--- config.mk ---
export PLATFORM = sky130hd
export DESIGN_NAME = acp_serial_port
export DESIGN_NICKNAME = d
export VERILOG_FILES = /design/src/common/acp_pkg.sv /design/src/core/acp_result_fifo.sv /design/src/core/acp_serial_port.sv
export SDC_FILE = /design/constraint.sdc
export NUM_CORES = 1
export LEC_CHECK = 0
export ABC_CLOCK_PERIOD_IN_PS = 5030
export BUFFER_PORTS_ARGS = -buffer_cell sky130_fd_sc_hd__buf_2
export CAP_MARGIN = 5
export CORE_MARGIN = 8
export CORE_UTILIZATION = 35
export CTS_CLUSTER_DIAMETER = 80
export DETAILED_ROUTE_END_ITERATION = 10
export PLACE_DENSITY = 0.52
export SLEW_MARGIN = 20
export SYNTH_ARGS = -nofsm -noshare
export SYNTH_HDL_FRONTEND = slang
export SYNTH_SLANG_ARGS = --single-unit
--- constraint.sdc ---
create_clock -name clk_sys_i -period 5.03 [get_ports clk_sys_i]
set_input_delay 0.2515 -clock clk_sys_i [delete_from_list [all_inputs] [get_ports clk_sys_i]]
set_output_delay 0.2515 -clock clk_sys_i [all_outputs]
set_load 0.05 [all_outputs]
--- src/common/acp_pkg.sv ---
// Shared constants and types for the converter serial command port.
package acp_pkg;
    // System clock and the internally generated serial clock.
    localparam int CLK_PERIOD_NS = 100;
    localparam int SCK_HALF_NS = 400;
    localparam int SCK_HALF_CYC = SCK_HALF_NS / CLK_PERIOD_NS;
    localparam int SCK_DIV_W = 3;
    localparam logic [SCK_DIV_W-1:0] SCK_DIV_LAST = SCK_DIV_W'(SCK_HALF_CYC - 1);

    // Result frame layout.
    localparam int FRAME_W = 32;
    localparam int FRAME_MSB = 31;
    localparam int RESULT_W = 30;
    localparam int RESULT_SIGN = 29;
    localparam logic [1:0] FRAME_HEAD = 2'h0;
    localparam int BIT_CNT_W = 5;
    localparam logic [BIT_CNT_W-1:0] LAST_FALL = 5'h1f;
    localparam logic [RESULT_W-1:0] OVER_CODE = 30'h3000_0000;
    localparam logic [RESULT_W-1:0] UNDER_CODE = 30'h0fff_ffff;
    localparam int FIFO_DEPTH = 8;

    // Command word layout, first bit received lands in the top bit.
    localparam int CMD_W = 13;
    localparam int CMD_CNT_W = 4;
    localparam logic [CMD_CNT_W-1:0] CMD_LAST = 4'hc;
    localparam int PFX_MSB = 12;
    localparam int PFX_LSB = 10;
    localparam int CHAN_MSB = 9;
    localparam int CHAN_LSB = 5;
    localparam int SPD_MSB = 4;
    localparam int SPD_LSB = 0;
    localparam logic [2:0] PFX_UPDATE = 3'h5;
    localparam logic [2:0] PFX_KEEP_A = 3'h0;
    localparam logic [2:0] PFX_KEEP_B = 3'h4;

    // Channel address and speed fields.
    localparam int CHAN_W = 5;
    localparam int CHAN_SGL_BIT = 4;
    localparam int CHAN_A2_BIT = 2;
    localparam logic [CHAN_W-1:0] CHAN_RESET = 5'h00;
    localparam int SPD_W = 5;
    localparam int SPD_2X_BIT = 0;
    localparam logic [SPD_W-1:0] SPD_KEEP = 5'h00;
    localparam logic [SPD_W-1:0] SPD_RESET = 5'h08;

    typedef enum logic [2:0] {
        ST_CONV = 3'b001,
        ST_SLEEP = 3'b010,
        ST_DOUT = 3'b100
    } acp_state_t;
endpackage : acp_pkg

--- src/core/acp_result_fifo.sv ---
// Small result FIFO with a registered output stage.
`timescale 1ns/1ps
module acp_result_fifo #(
    parameter int WIDTH = 30,
    parameter int DEPTH = 8
) (
    input wire logic clk_sys_i,
    input wire logic rst_b_i,
    input wire logic in_valid_i,
    output logic in_ready_o,
    input wire logic [WIDTH-1:0] in_data_i,
    output logic out_valid_o,
    input wire logic out_ready_i,
    output logic [WIDTH-1:0] out_data_o
);
    localparam int PTR_W = $clog2(DEPTH);
    localparam int CNT_W = PTR_W + 1;
    localparam logic [CNT_W-1:0] CNT_FULL = CNT_W'(DEPTH);
    localparam logic [PTR_W-1:0] PTR_LAST = PTR_W'(DEPTH - 1);

    logic [WIDTH-1:0] mem_r [DEPTH];
    logic [PTR_W-1:0] wr_ptr_r;
    logic [PTR_W-1:0] rd_ptr_r;
    logic [CNT_W-1:0] count_r;
    logic push;
    logic pull;

    // The output register is refilled whenever it is empty or being taken.
    assign push = in_valid_i && (count_r != CNT_FULL);
    assign pull = (count_r != '0) && (!out_valid_o || out_ready_i);
    assign in_ready_o = (count_r != CNT_FULL);

    always_ff @(posedge clk_sys_i)
    begin
        if (push)
        begin
            mem_r[wr_ptr_r] <= in_data_i;
        end
    end

    always_ff @(posedge clk_sys_i)
    begin
        if (!rst_b_i)
        begin
            wr_ptr_r <= '0;
            rd_ptr_r <= '0;
            count_r <= '0;
        end
        else
        begin
            if (push)
            begin
                wr_ptr_r <= (wr_ptr_r == PTR_LAST) ? '0 : wr_ptr_r + 1'b1;
            end
            if (pull)
            begin
                rd_ptr_r <= (rd_ptr_r == PTR_LAST) ? '0 : rd_ptr_r + 1'b1;
            end
            if (push && !pull)
            begin
                count_r <= count_r + 1'b1;
            end
            else if (pull && !push)
            begin
                count_r <= count_r - 1'b1;
            end
        end
    end

    always_ff @(posedge clk_sys_i)
    begin
        if (!rst_b_i)
        begin
            out_valid_o <= 1'b0;
            out_data_o <= '0;
        end
        else if (pull)
        begin
            out_valid_o <= 1'b1;
            out_data_o <= mem_r[rd_ptr_r];
        end
        else if (out_ready_i)
        begin
            out_valid_o <= 1'b0;
        end
    end
endmodule : acp_result_fifo

--- src/core/acp_serial_port.sv ---
// Serial status, result and command port of a multichannel converter.
//
// How it works
// - Output bits change on serial clock falling edge.
// - Strap low takes host clock, high drives it.
// - Data output shows latest result, MSB first.
// - Chip select high floats the serial output.
// - Output shows done flag while converting or asleep.
// - First rising clock with select low starts output.
// - Select rising during output aborts and restarts.
// - Command word captured during the output cycle.
// - First conversion: channels zero/one, default speed, 1X.
// - Every conversion ends in the sleep state.
// - Prefix 101 updates; 000 or 100 keeps settings.
// - Five bits after update prefix set channel.
// - Next five set speed; all zero keeps it.
// - 2X mode delivers results one conversion late.
// - First address bit picks single or differential.
// - Eight-channel variant forces top index bit zero.
// - Frame opens with zero bits, then sign, magnitude.
// - Over and underrange use fixed clamp codes.
// - Frame is 32 bits long.
// - 32nd falling edge drives high and restarts.
`timescale 1ns/1ps
module acp_serial_port
    import acp_pkg::*;
#(
    parameter bit SIXTEEN_CH = 1'b1
) (
    input wire logic clk_sys_i,
    input wire logic rst_b_i,
    input wire logic clk_src_strap_i,
    input wire logic cs_b_i,
    input wire logic sck_i,
    output logic sck_o,
    output logic sck_oe_b_o,
    input wire logic sdi_i,
    output logic sdo_o,
    output logic sdo_oe_b_o,
    output logic conv_start_o,
    input wire logic conv_done_i,
    input wire logic [RESULT_W-1:0] conv_value_i,
    input wire logic conv_over_i,
    input wire logic conv_under_i,
    output logic [CHAN_W-1:0] chan_addr_o,
    output logic [SPD_W-1:0] speed_code_o,
    output logic mode_2x_o,
    output logic conv_busy_o
);
    logic cs_s1_r;
    logic cs_s2_r;
    logic cs_s3_r;
    logic sck_s1_r;
    logic sck_s2_r;
    logic sck_s3_r;
    logic sdi_s1_r;
    logic sdi_s2_r;
    logic strap_s1_r;
    logic strap_s2_r;

    acp_state_t state_r;
    acp_state_t state_nxt;
    logic [FRAME_W-1:0] shift_r;
    logic [FRAME_W-1:0] shift_nxt;
    logic [BIT_CNT_W-1:0] bit_cnt_r;
    logic [CMD_W-1:0] cmd_r;
    logic [CMD_CNT_W-1:0] cmd_cnt_r;
    logic cmd_full_r;
    logic [CHAN_W-1:0] chan_pend_r;
    logic [SPD_W-1:0] spd_pend_r;
    logic start_pend_r;
    logic [RESULT_W-1:0] prev_word_r;
    logic [RESULT_W-1:0] conv_word;
    logic [RESULT_W-1:0] push_word;

    logic run_r;
    logic [SCK_DIV_W-1:0] div_r;
    logic int_rise_r;
    logic int_fall_r;

    logic int_mode;
    logic rise_ev;
    logic fall_ev;
    logic cs_rise;
    logic enter_dout;
    logic frame_end;
    logic leave_dout;
    logic fifo_in_ready;
    logic fifo_out_valid;
    logic [RESULT_W-1:0] fifo_out_data;

    // Pins are asynchronous to the system clock; second stages are read, and third stages only for clock and select edge detection.
    always_ff @(posedge clk_sys_i)
    begin
        if (!rst_b_i)
        begin
            cs_s1_r <= 1'b1;
            cs_s2_r <= 1'b1;
            cs_s3_r <= 1'b1;
            sck_s1_r <= 1'b0;
            sck_s2_r <= 1'b0;
            sck_s3_r <= 1'b0;
            sdi_s1_r <= 1'b0;
            sdi_s2_r <= 1'b0;
            strap_s1_r <= 1'b0;
            strap_s2_r <= 1'b0;
        end
        else
        begin
            cs_s1_r <= cs_b_i;
            cs_s2_r <= cs_s1_r;
            cs_s3_r <= cs_s2_r;
            sck_s1_r <= sck_i;
            sck_s2_r <= sck_s1_r;
            sck_s3_r <= sck_s2_r;
            sdi_s1_r <= sdi_i;
            sdi_s2_r <= sdi_s1_r;
            strap_s1_r <= clk_src_strap_i;
            strap_s2_r <= strap_s1_r;
        end
    end

    assign int_mode = strap_s2_r;
    assign rise_ev = int_mode ? int_rise_r : (sck_s2_r && !sck_s3_r);
    assign fall_ev = int_mode ? int_fall_r : (!sck_s2_r && sck_s3_r);
    assign cs_rise = cs_s2_r && !cs_s3_r;
    assign enter_dout = (state_r == ST_SLEEP) && rise_ev && !cs_s2_r;
    assign frame_end = (state_r == ST_DOUT) && fall_ev && (bit_cnt_r == LAST_FALL);
    assign leave_dout = ((state_r == ST_DOUT) && cs_rise) || frame_end;

    // Over and underrange clamp; otherwise the sign bit is inverted two's complement.
    always_comb
    begin
        if (conv_over_i)
        begin
            conv_word = OVER_CODE;
        end
        else if (conv_under_i)
        begin
            conv_word = UNDER_CODE;
        end
        else
        begin
            conv_word = {~conv_value_i[RESULT_SIGN], conv_value_i[RESULT_SIGN-1:0]};
        end
    end

    // In 2X mode the frame carries the previous conversion's result.
    assign push_word = mode_2x_o ? prev_word_r : conv_word;

    always_ff @(posedge clk_sys_i)
    begin
        if (!rst_b_i)
        begin
            prev_word_r <= '0;
        end
        else if (conv_done_i)
        begin
            prev_word_r <= conv_word;
        end
    end

    acp_result_fifo #(
        .WIDTH(RESULT_W),
        .DEPTH(FIFO_DEPTH)
    ) u_fifo (
        .clk_sys_i(clk_sys_i),
        .rst_b_i(rst_b_i),
        .in_valid_i(conv_done_i),
        .in_ready_o(fifo_in_ready),
        .in_data_i(push_word),
        .out_valid_o(fifo_out_valid),
        .out_ready_i(enter_dout),
        .out_data_o(fifo_out_data)
    );

    always_comb
    begin
        state_nxt = state_r;
        shift_nxt = shift_r;
        case (state_r)
            ST_CONV:
            begin
                if (fifo_out_valid && !start_pend_r)
                begin
                    state_nxt = ST_SLEEP;
                end
            end
            ST_SLEEP:
            begin
                if (enter_dout)
                begin
                    state_nxt = ST_DOUT;
                    shift_nxt = {FRAME_HEAD, fifo_out_data};
                end
            end
            ST_DOUT:
            begin
                if (leave_dout)
                begin
                    state_nxt = ST_CONV;
                end
                else if (fall_ev)
                begin
                    shift_nxt = {shift_r[FRAME_W-2:0], 1'b0};
                end
            end
            default:
            begin
                state_nxt = ST_CONV;
            end
        endcase
    end

    always_ff @(posedge clk_sys_i)
    begin
        if (!rst_b_i)
        begin
            state_r <= ST_CONV;
            shift_r <= '0;
        end
        else
        begin
            state_r <= state_nxt;
            shift_r <= shift_nxt;
        end
    end

    always_ff @(posedge clk_sys_i)
    begin
        if (!rst_b_i)
        begin
            bit_cnt_r <= '0;
        end
        else if (enter_dout)
        begin
            bit_cnt_r <= '0;
        end
        else if ((state_r == ST_DOUT) && fall_ev)
        begin
            bit_cnt_r <= bit_cnt_r + 1'b1;
        end
    end

    // The done flag is high while converting, low asleep, then frame bits follow.
    always_ff @(posedge clk_sys_i)
    begin
        if (!rst_b_i)
        begin
            sdo_o <= 1'b1;
            sdo_oe_b_o <= 1'b1;
        end
        else
        begin
            sdo_oe_b_o <= cs_s2_r;
            case (state_nxt)
                ST_DOUT: sdo_o <= shift_nxt[FRAME_MSB];
                ST_SLEEP: sdo_o <= 1'b0;
                default: sdo_o <= 1'b1;
            endcase
        end
    end

    // Command bits are sampled on rising edges, the entering edge included.
    always_ff @(posedge clk_sys_i)
    begin
        if (!rst_b_i)
        begin
            cmd_r <= '0;
            cmd_cnt_r <= '0;
            cmd_full_r <= 1'b0;
        end
        else
        begin
            cmd_full_r <= 1'b0;
            if (enter_dout)
            begin
                cmd_r <= {cmd_r[CMD_W-2:0], sdi_s2_r};
                cmd_cnt_r <= CMD_CNT_W'(1);
            end
            else if ((state_r == ST_DOUT) && rise_ev && (cmd_cnt_r <= CMD_LAST))
            begin
                cmd_r <= {cmd_r[CMD_W-2:0], sdi_s2_r};
                cmd_cnt_r <= cmd_cnt_r + 1'b1;
                cmd_full_r <= (cmd_cnt_r == CMD_LAST);
            end
        end
    end

    // Settings wait here and reach the outputs when the next conversion starts.
    always_ff @(posedge clk_sys_i)
    begin
        if (!rst_b_i)
        begin
            chan_pend_r <= CHAN_RESET;
            spd_pend_r <= SPD_RESET;
        end
        else if (cmd_full_r)
        begin
            // Unlisted prefixes are treated like the keep codes.
            if (cmd_r[PFX_MSB:PFX_LSB] == PFX_UPDATE)
            begin
                chan_pend_r <= cmd_r[CHAN_MSB:CHAN_LSB];
                if (!SIXTEEN_CH)
                begin
                    chan_pend_r[CHAN_A2_BIT] <= 1'b0;
                end
                if (cmd_r[SPD_MSB:SPD_LSB] != SPD_KEEP)
                begin
                    spd_pend_r <= cmd_r[SPD_MSB:SPD_LSB];
                end
            end
        end
    end

    // A start waits for room in the result buffer, so results are never dropped.
    always_ff @(posedge clk_sys_i)
    begin
        if (!rst_b_i)
        begin
            start_pend_r <= 1'b1;
            conv_start_o <= 1'b0;
            conv_busy_o <= 1'b0;
            chan_addr_o <= CHAN_RESET;
            speed_code_o <= SPD_RESET;
            mode_2x_o <= 1'b0;
        end
        else
        begin
            conv_start_o <= 1'b0;
            // Cleared first so that a start in the same cycle keeps busy high.
            if (conv_done_i)
            begin
                conv_busy_o <= 1'b0;
            end
            if (leave_dout)
            begin
                start_pend_r <= 1'b1;
            end
            else if (start_pend_r && fifo_in_ready)
            begin
                start_pend_r <= 1'b0;
                conv_start_o <= 1'b1;
                conv_busy_o <= 1'b1;
                chan_addr_o <= chan_pend_r;
                speed_code_o <= spd_pend_r;
                mode_2x_o <= spd_pend_r[SPD_2X_BIT];
            end
        end
    end

    // Internal clock runs only while asleep or shifting with select low.
    always_ff @(posedge clk_sys_i)
    begin
        if (!rst_b_i)
        begin
            run_r <= 1'b0;
        end
        else if (!int_mode || cs_s2_r || (state_r == ST_CONV) || frame_end)
        begin
            run_r <= 1'b0;
        end
        else if (state_r == ST_SLEEP)
        begin
            run_r <= 1'b1;
        end
    end

    always_ff @(posedge clk_sys_i)
    begin
        if (!rst_b_i)
        begin
            div_r <= '0;
            sck_o <= 1'b0;
            int_rise_r <= 1'b0;
            int_fall_r <= 1'b0;
        end
        else
        begin
            int_rise_r <= 1'b0;
            int_fall_r <= 1'b0;
            if (!run_r)
            begin
                div_r <= '0;
                sck_o <= 1'b0;
                int_fall_r <= sck_o;
            end
            else if (div_r == SCK_DIV_LAST)
            begin
                div_r <= '0;
                sck_o <= !sck_o;
                int_rise_r <= !sck_o;
                int_fall_r <= sck_o;
            end
            else
            begin
                div_r <= div_r + 1'b1;
            end
        end
    end

    always_ff @(posedge clk_sys_i)
    begin
        if (!rst_b_i)
        begin
            sck_oe_b_o <= 1'b1;
        end
        else
        begin
            sck_oe_b_o <= !strap_s2_r;
        end
    end
endmodule : acp_serial_port
* After elaboration in Yosys (flattened, before gate mapping)
Memory sizes are Yosys's and may differ from the RTL's. A register that Yosys moved wholly into a read port is not among the register bits. Cells that the tools add are included.
Word-level totals: flip-flop bits (word level) 142, memory bits (writable) 240, input bits 39, output and inout port bits 17, word-level logic and storage cells 148, memories 1
Memory list:
- u_fifo.mem_r | depth 8, bits a word 30, read ports 1, clocked after Yosys merged registers in 1, write ports 1, RTL line acp_result_fifo.sv:21 | logic [WIDTH-1:0] mem_r [DEPTH];
Operators by class: add/sub/neg operators 7, $lt $le $gt $ge 1, eq/ne operators 15, multiplexer cells 32, bitwise logic cells 5, reduce and logical (&&, ||, !) cells 49
Operators by type and width (count):
- 32-bit 2-to-1 mux | 3
- 30-bit 2-to-1 mux | 3
- 32-bit one-hot mux with 2 select lines | 1
- 13-bit 2-to-1 mux | 2
- 1-bit logical AND | 16
- 3-bit == test, second input constant | 5
- 3-bit 2-to-1 mux | 5
- 1-bit 2-to-1 mux | 14
- 1-bit zero test | 11
- 3-bit by 1-bit adder with 3-bit output, second input constant | 3
- 3-bit by 2-bit == test with 1-bit output, second input constant | 3
- 3-bit one-hot mux with 3 select lines | 1
- 4-bit by 1-bit adder with 4-bit output, second input constant | 2
- 4-bit 2-to-1 mux | 2
- 2-bit nonzero test | 4
- 2-bit AND reduction | 3
- 3-bit AND reduction | 2
- 2-bit OR reduction | 3
- 3-bit OR reduction | 2
- 5-bit by 1-bit adder with 5-bit output, second input constant | 1
- 5-bit == test, second input constant | 1
- 1-bit logical OR | 5
- 1-bit inverter | 5
- 5-bit nonzero test | 1
- 10 further kinds | 11

* Logic depth before layout (Yosys ltp)
depth in word-level cells 10, depth in mapped cells 12, depth with buffers taken out 11

* Hierarchy
Synthesis repeated with hierarchy kept, for this count alone.
Unflattened totals: cell total of the unflattened synthesis 1191, area, all modules 16270.6 um^2
Modules (own cells, without submodules):
- acp_result_fifo | times used 1, cells each 558, area an instance 10565.1 um^2, sequential area each 8027.7 um^2
- acp_serial_port | times used 1, cells each 633, area an instance 5705.5 um^2, sequential area each 2602.5 um^2

* Worst setup path after synthesis
No wires, ideal clock.
path type reg2reg, from register u_fifo.count_r[0], to memory u_fifo.mem_r[0][0], enable pin, setup time 493 ps, arrival 3678 ps, data required time 4537 ps, path slack 859 ps, cell stages (with the launch flop) 4, path buffers 0, clock period less this slack 4171 ps, cell sequence dfxtp_1 -> or4b_1 -> nand2_1 -> nor4_1
On the way: longest elaborated chain between the ends 4
Ends and longest elaborated chain:
- start: declaration | RTL line acp_result_fifo.sv:24 | logic [CNT_W-1:0] count_r;
- start signal: assignment | RTL line acp_result_fifo.sv:61 | count_r <= count_r + 1'b1;
- start signal: assignment | RTL line acp_result_fifo.sv:65 | count_r <= count_r - 1'b1;
- 4-bit inequality test | RTL line acp_result_fifo.sv:29 | assign push = in_valid_i && (count_r != CNT_FULL);
- 1-bit logical AND | RTL line acp_result_fifo.sv:29
- 1-bit 2-to-1 mux | RTL line acp_result_fifo.sv:35 | if (push)
- 1-bit 2-to-1 mux (implied by the code) | RTL line acp_result_fifo.sv:37 | mem_r[wr_ptr_r] <= in_data_i;
- end: declaration | RTL line acp_result_fifo.sv:21
Every way passes these cells.

* Worst setup path after layout
from register state_r[1], to register u_fifo.count_r[3]
On the way: longest elaborated chain between the ends 8, elaborated cells on any way between the ends 10, classes of those cells eq/ne: 1; mux: 1; reduce/logical: 8
Ends and longest elaborated chain:
- start: declaration | RTL line acp_serial_port.sv:61 | acp_state_t state_r;
- start signal: assignment | RTL line acp_serial_port.sv:224 | state_r <= state_nxt;
- 3-bit by 2-bit == test with 1-bit output (*) | RTL line acp_serial_port.sv:127 | assign enter_dout = (state_r == ST_SLEEP) && rise_ev && !cs_s2_r;
- 1-bit logical AND (*) (2 in series) | RTL line acp_serial_port.sv:127
- 1-bit logical OR (*) | RTL line acp_result_fifo.sv:30 | assign pull = (count_r != '0) && (!out_valid_o || out_ready_i);
- 1-bit logical AND (*) | RTL line acp_result_fifo.sv:30
- 1-bit zero test | RTL line acp_result_fifo.sv:59 | if (push && !pull)
- 1-bit logical AND | RTL line acp_result_fifo.sv:59
- 4-bit 2-to-1 mux or 2-bit nonzero test (tied branches)
Mark *: on every way between the ends. The rest lies on a longest branch, timed or not. A chain may end at the register's enable or synchronous reset.

==> impl_metrics.py <==
metrics = {
    "cts": {
        "path_clk_slew_ps": 60,
        "clock-sinks": 411,
        "clock_path_buffers": 3,
        "cts_tree": "yes",
        "root_buffer": "clkbuf_16",
        "insertion_delay_ps": 570,
        "post_cts_buffers": 0,
        "cts_buffers": 46,
        "htreeDepth": 2,
    },
    "global_route": {
        "gr-total-overflow": 0,
        "grt_pass1_wl_um": 55900,
        "grt_pass1_vias": 9676,
        "track_usage_pct": 13.0,
        "grt_max_degree": 136,
        "antenna_found_initial": 0,
    },
    "min_path": {
        "worstHoldPathCells": 4,
        "min_path_type": "in2reg",
    },
    "cells_and_area": {
        "drive_above_1_share_pct": 18.9,
        "fin_area_mm2": 0.0190,
        "fillers": 4265,
        "final_net_count": 1286,
        "layout.cells.non_filler": 1878,
        "final_common_cell": "edfxtp_1",
        "final_cell_mix": "edfxtp_1, dfxtp_1, nand2_1",
        "areaGrowthSynthToFinish_pct": 15.1,
    },
    "yosys": {
        "avgSynthCellArea_um2": 13.9,
        "synth_area_mm2": 0.0165,
        "ys_ff_latch": 411,
        "synth_edf_count": 240,
        "ys_seq_area_share_pct": 64.4,
        "yosysTopAreaCell": "edfxtp_1",
        "postSynthCellCount": 1186,
        "ys_warn_count": 0,
        "synth-async-reset-ratio_pct": 0,
        "synth_nets": 1239,
        "yosys_most_used_dff": "edfxtp_1",
        "synth.distinct_cells": 62,
        "synth_area_leaders": "edfxtp_1, dfxtp_1, mux4_2",
        "yosysTopAreaCellShare_pct": 43.6,
    },
    "place": {
        "dp.cells": 1786,
        "placed_area_mm2": 0.0174,
        "globalplace.congestion": 0.749,
        "io_buffer_count": 55,
        "dp_hpwl_um": 20800,
    },
    "power": {
        "p_seq_share_pct": 47.0,
        "p_int_w": 0.00632,
        "powerDensity_mw_per_mm2": 452,
        "switching_share_pct": 26.3,
        "ir_worst_vdd_v": 0.000288,
        "p_leak_nw": 6.37,
        "comb_power_share_pct": 14.9,
        "finalPower_w": 0.00858,
        "clkPwrFrac_pct": 38.1,
        "power_switching_w": 0.00226,
    },
    "job": {
        "maxCapViolations": 0,
    },
    "route": {
        "wl_um": 35000,
        "via_per_inst": 5.09,
        "drtAntennaViolNets": 0,
        "dr.pass1.iters": 5,
        "drt-initial-drc-count": 579,
        "wire_per_inst_um": 18.6,
        "routed-via-count": 9557,
        "drc": 0,
    },
    "floorplan": {
        "die_y_um": 233,
        "core_area_mm2": 0.0466,
        "start_util_pct": 35.5,
        "core.rowCount": 79,
        "die_area_mm2": 0.0544,
        "io_pins": 56,
        "fp.dieW_um": 233,
    },
    "setup_path": {
        "cp-start-kind": "register",
        "crit_type": "reg2reg",
        "r2r_cells": 13,
        "arrival_ps": 3800,
        "startpoint": "state_r[1]$_SDFF_PN0_",
        "required_ps": 5530,
        "rr_startpoint": "state_r[1]$_SDFF_PN0_",
        "rrSetupSlack_ps": 1730,
        "timing.rr.end": "u_fifo.count_r[3]$_SDFFE_PN0P_",
        "critPathMaxFanout": 35,
        "worstSetupEndpoint": "u_fifo.count_r[3]$_SDFFE_PN0P_",
        "end_kind": "register",
    },
    "sta": {
        "final.setup.tns_ps": 0,
        "max_slew_margin_pct": 30.0,
        "fin_skew_ps": 29.0,
        "slew_viol_final": 0,
        "grt_setup_unrepaired": "false",
        "max_freq_ghz": 0.303,
        "worst_slew_pin_slew_ps": 1040,
        "post-route-min-period_ps": 3300,
        "setup_viol": 0,
        "final-hold-violation-count": 0,
        "fin_crit_sh_pct": 65.6,
    },
    "status": {
        "status": "completed",
    },
}
[area by class of cell]
cell class	count	area [um2]	share of cell area [%]
Inverter	13	48.8	0.257
Timing Repair Buffer	85	558	2.94
Multi-Input combinational cell	676	5520	29.0
Tap cell	607	759	4.00
Sequential cell	411	10600	56.0
Clock buffer	63	1260	6.61
Clock inverter	22	220	1.16
Antenna cell	1	2.50	0.0132
[cell usage after synthesis (3+ instances only)]
master / count
clkbuf_1: 58
mux4_2: 60
a22oi_1: 30
nor3_1: 9
a21boi_0: 5
edfxtp_1: 240
nor3b_1: 3
nand2_1: 96
dfxtp_1: 171
buf_2: 18
a21boi_1: 33
a21oi_1: 42
nand3_1: 37
buf_6: 3
o31ai_1: 58
mux2i_1: 95
buf_4: 5
nand3b_1: 5
o21ai_0: 5
and2_1: 11
nor2_1: 73
xnor2_1: 6
ha_1: 13
or3b_1: 3
nand2b_1: 8
nor2b_1: 39
o21ai_1: 3
inv_1: 12
[sequential cells by signal (all words and copies together) (netlist names), 3 cells and up]
register / cells
prev_word_r: 30
cmd_cnt_r: 4
state_r: 3
bit_cnt_r: 5
chan_pend_r: 5
u_fifo.mem_r: 240
cmd_r: 13
u_fifo.wr_ptr_r: 3
spd_pend_r: 5
u_fifo.out_data_o: 30
speed_code_o: 5
shift_r: 32
u_fifo.rd_ptr_r: 3
div_r: 3
chan_addr_o: 5
u_fifo.count_r: 4
[power by group through the flow]
| stage | registers [W] | clock network [W] | logic [W] |
|---|---|---|---|
| final | 0.00403 | 0.00327 | 0.00128 |
| after detailed placement | 0.00411 | 0 | 0.00129 |
| after global placement | 0.00410 | 0 | 0.00128 |
| after floorplan | 0.00400 | 0 | 0.000990 |
| after CTS | 0.00404 | 0.00337 | 0.00130 |
| after global routing | 0.00407 | 0.00350 | 0.00141 |
[what timing repair did]
action,CTS,global route
hold endpoints to repair,4,0
hold buffers,4,0
resized for setup,0,0
[per-stage QoR]
step | utilization (%) | setup slack, ps | hold WS [ps]
floorplan | - | 859 | 339
global placement | 37.4 | 1860 | 407
detailed placement | 37.4 | 1780 | 410
CTS | 40.7 | 1730 | 7.62
global route | 40.8 | 1360 | 43.6
finish | 40.8 | 1730 | 43.6
[worst max-delay path, cell delays in order, from the launching register on]
cell and delay [ps]:
dfxtp_1 450, nor4b_1 450, o21ai_2 90, buf_4 270, a21oi_4 190, buf_4 360, inv_2 50, ha_1 210
inv_1 120, ha_1 290, a21oi_1 190, a211oi_1 100, a31oi_1 220, mux2i_1 220
[logic make-up after synthesis]
family | Yosys count | synth area share, %
compound gates | 197 | 8.56
fa+ha+maj | 14 | 1.11
flops | 411 | 64.4
mux | 155 | 13.9
simple gates | 303 | 9.01
xor+xnor | 7 | 0.371
buf+inv | 99 | 2.64
[metal layers]
metal | part of all wire (%) | global-route usage [%]
met5 | 0 | 0
met2 | 46 | 20.2
met1 | 48 | 18.3
met3 | 3.9 | 2.68
met4 | 1.7 | 3.40
[worst min-delay path by stage]
stage	startpoint	end	slack (ps)
finish	conv_value_i[28]	prev_word_r[28]$_SDFFE_PN0P_	40
floorplan	rst_b_i	sdo_oe_b_o$_SDFF_PN1_	340
CTS	conv_value_i[28]	prev_word_r[28]$_SDFFE_PN0P_	8
global route	conv_value_i[28]	prev_word_r[28]$_SDFFE_PN0P_	40
detailed placement	cs_s1_r$_SDFF_PN1_	cs_s2_r$_SDFF_PN1_	410
global placement	cs_s1_r$_SDFF_PN1_	cs_s2_r$_SDFF_PN1_	410
No activity file was read; power rests on OpenSTA's default activity.
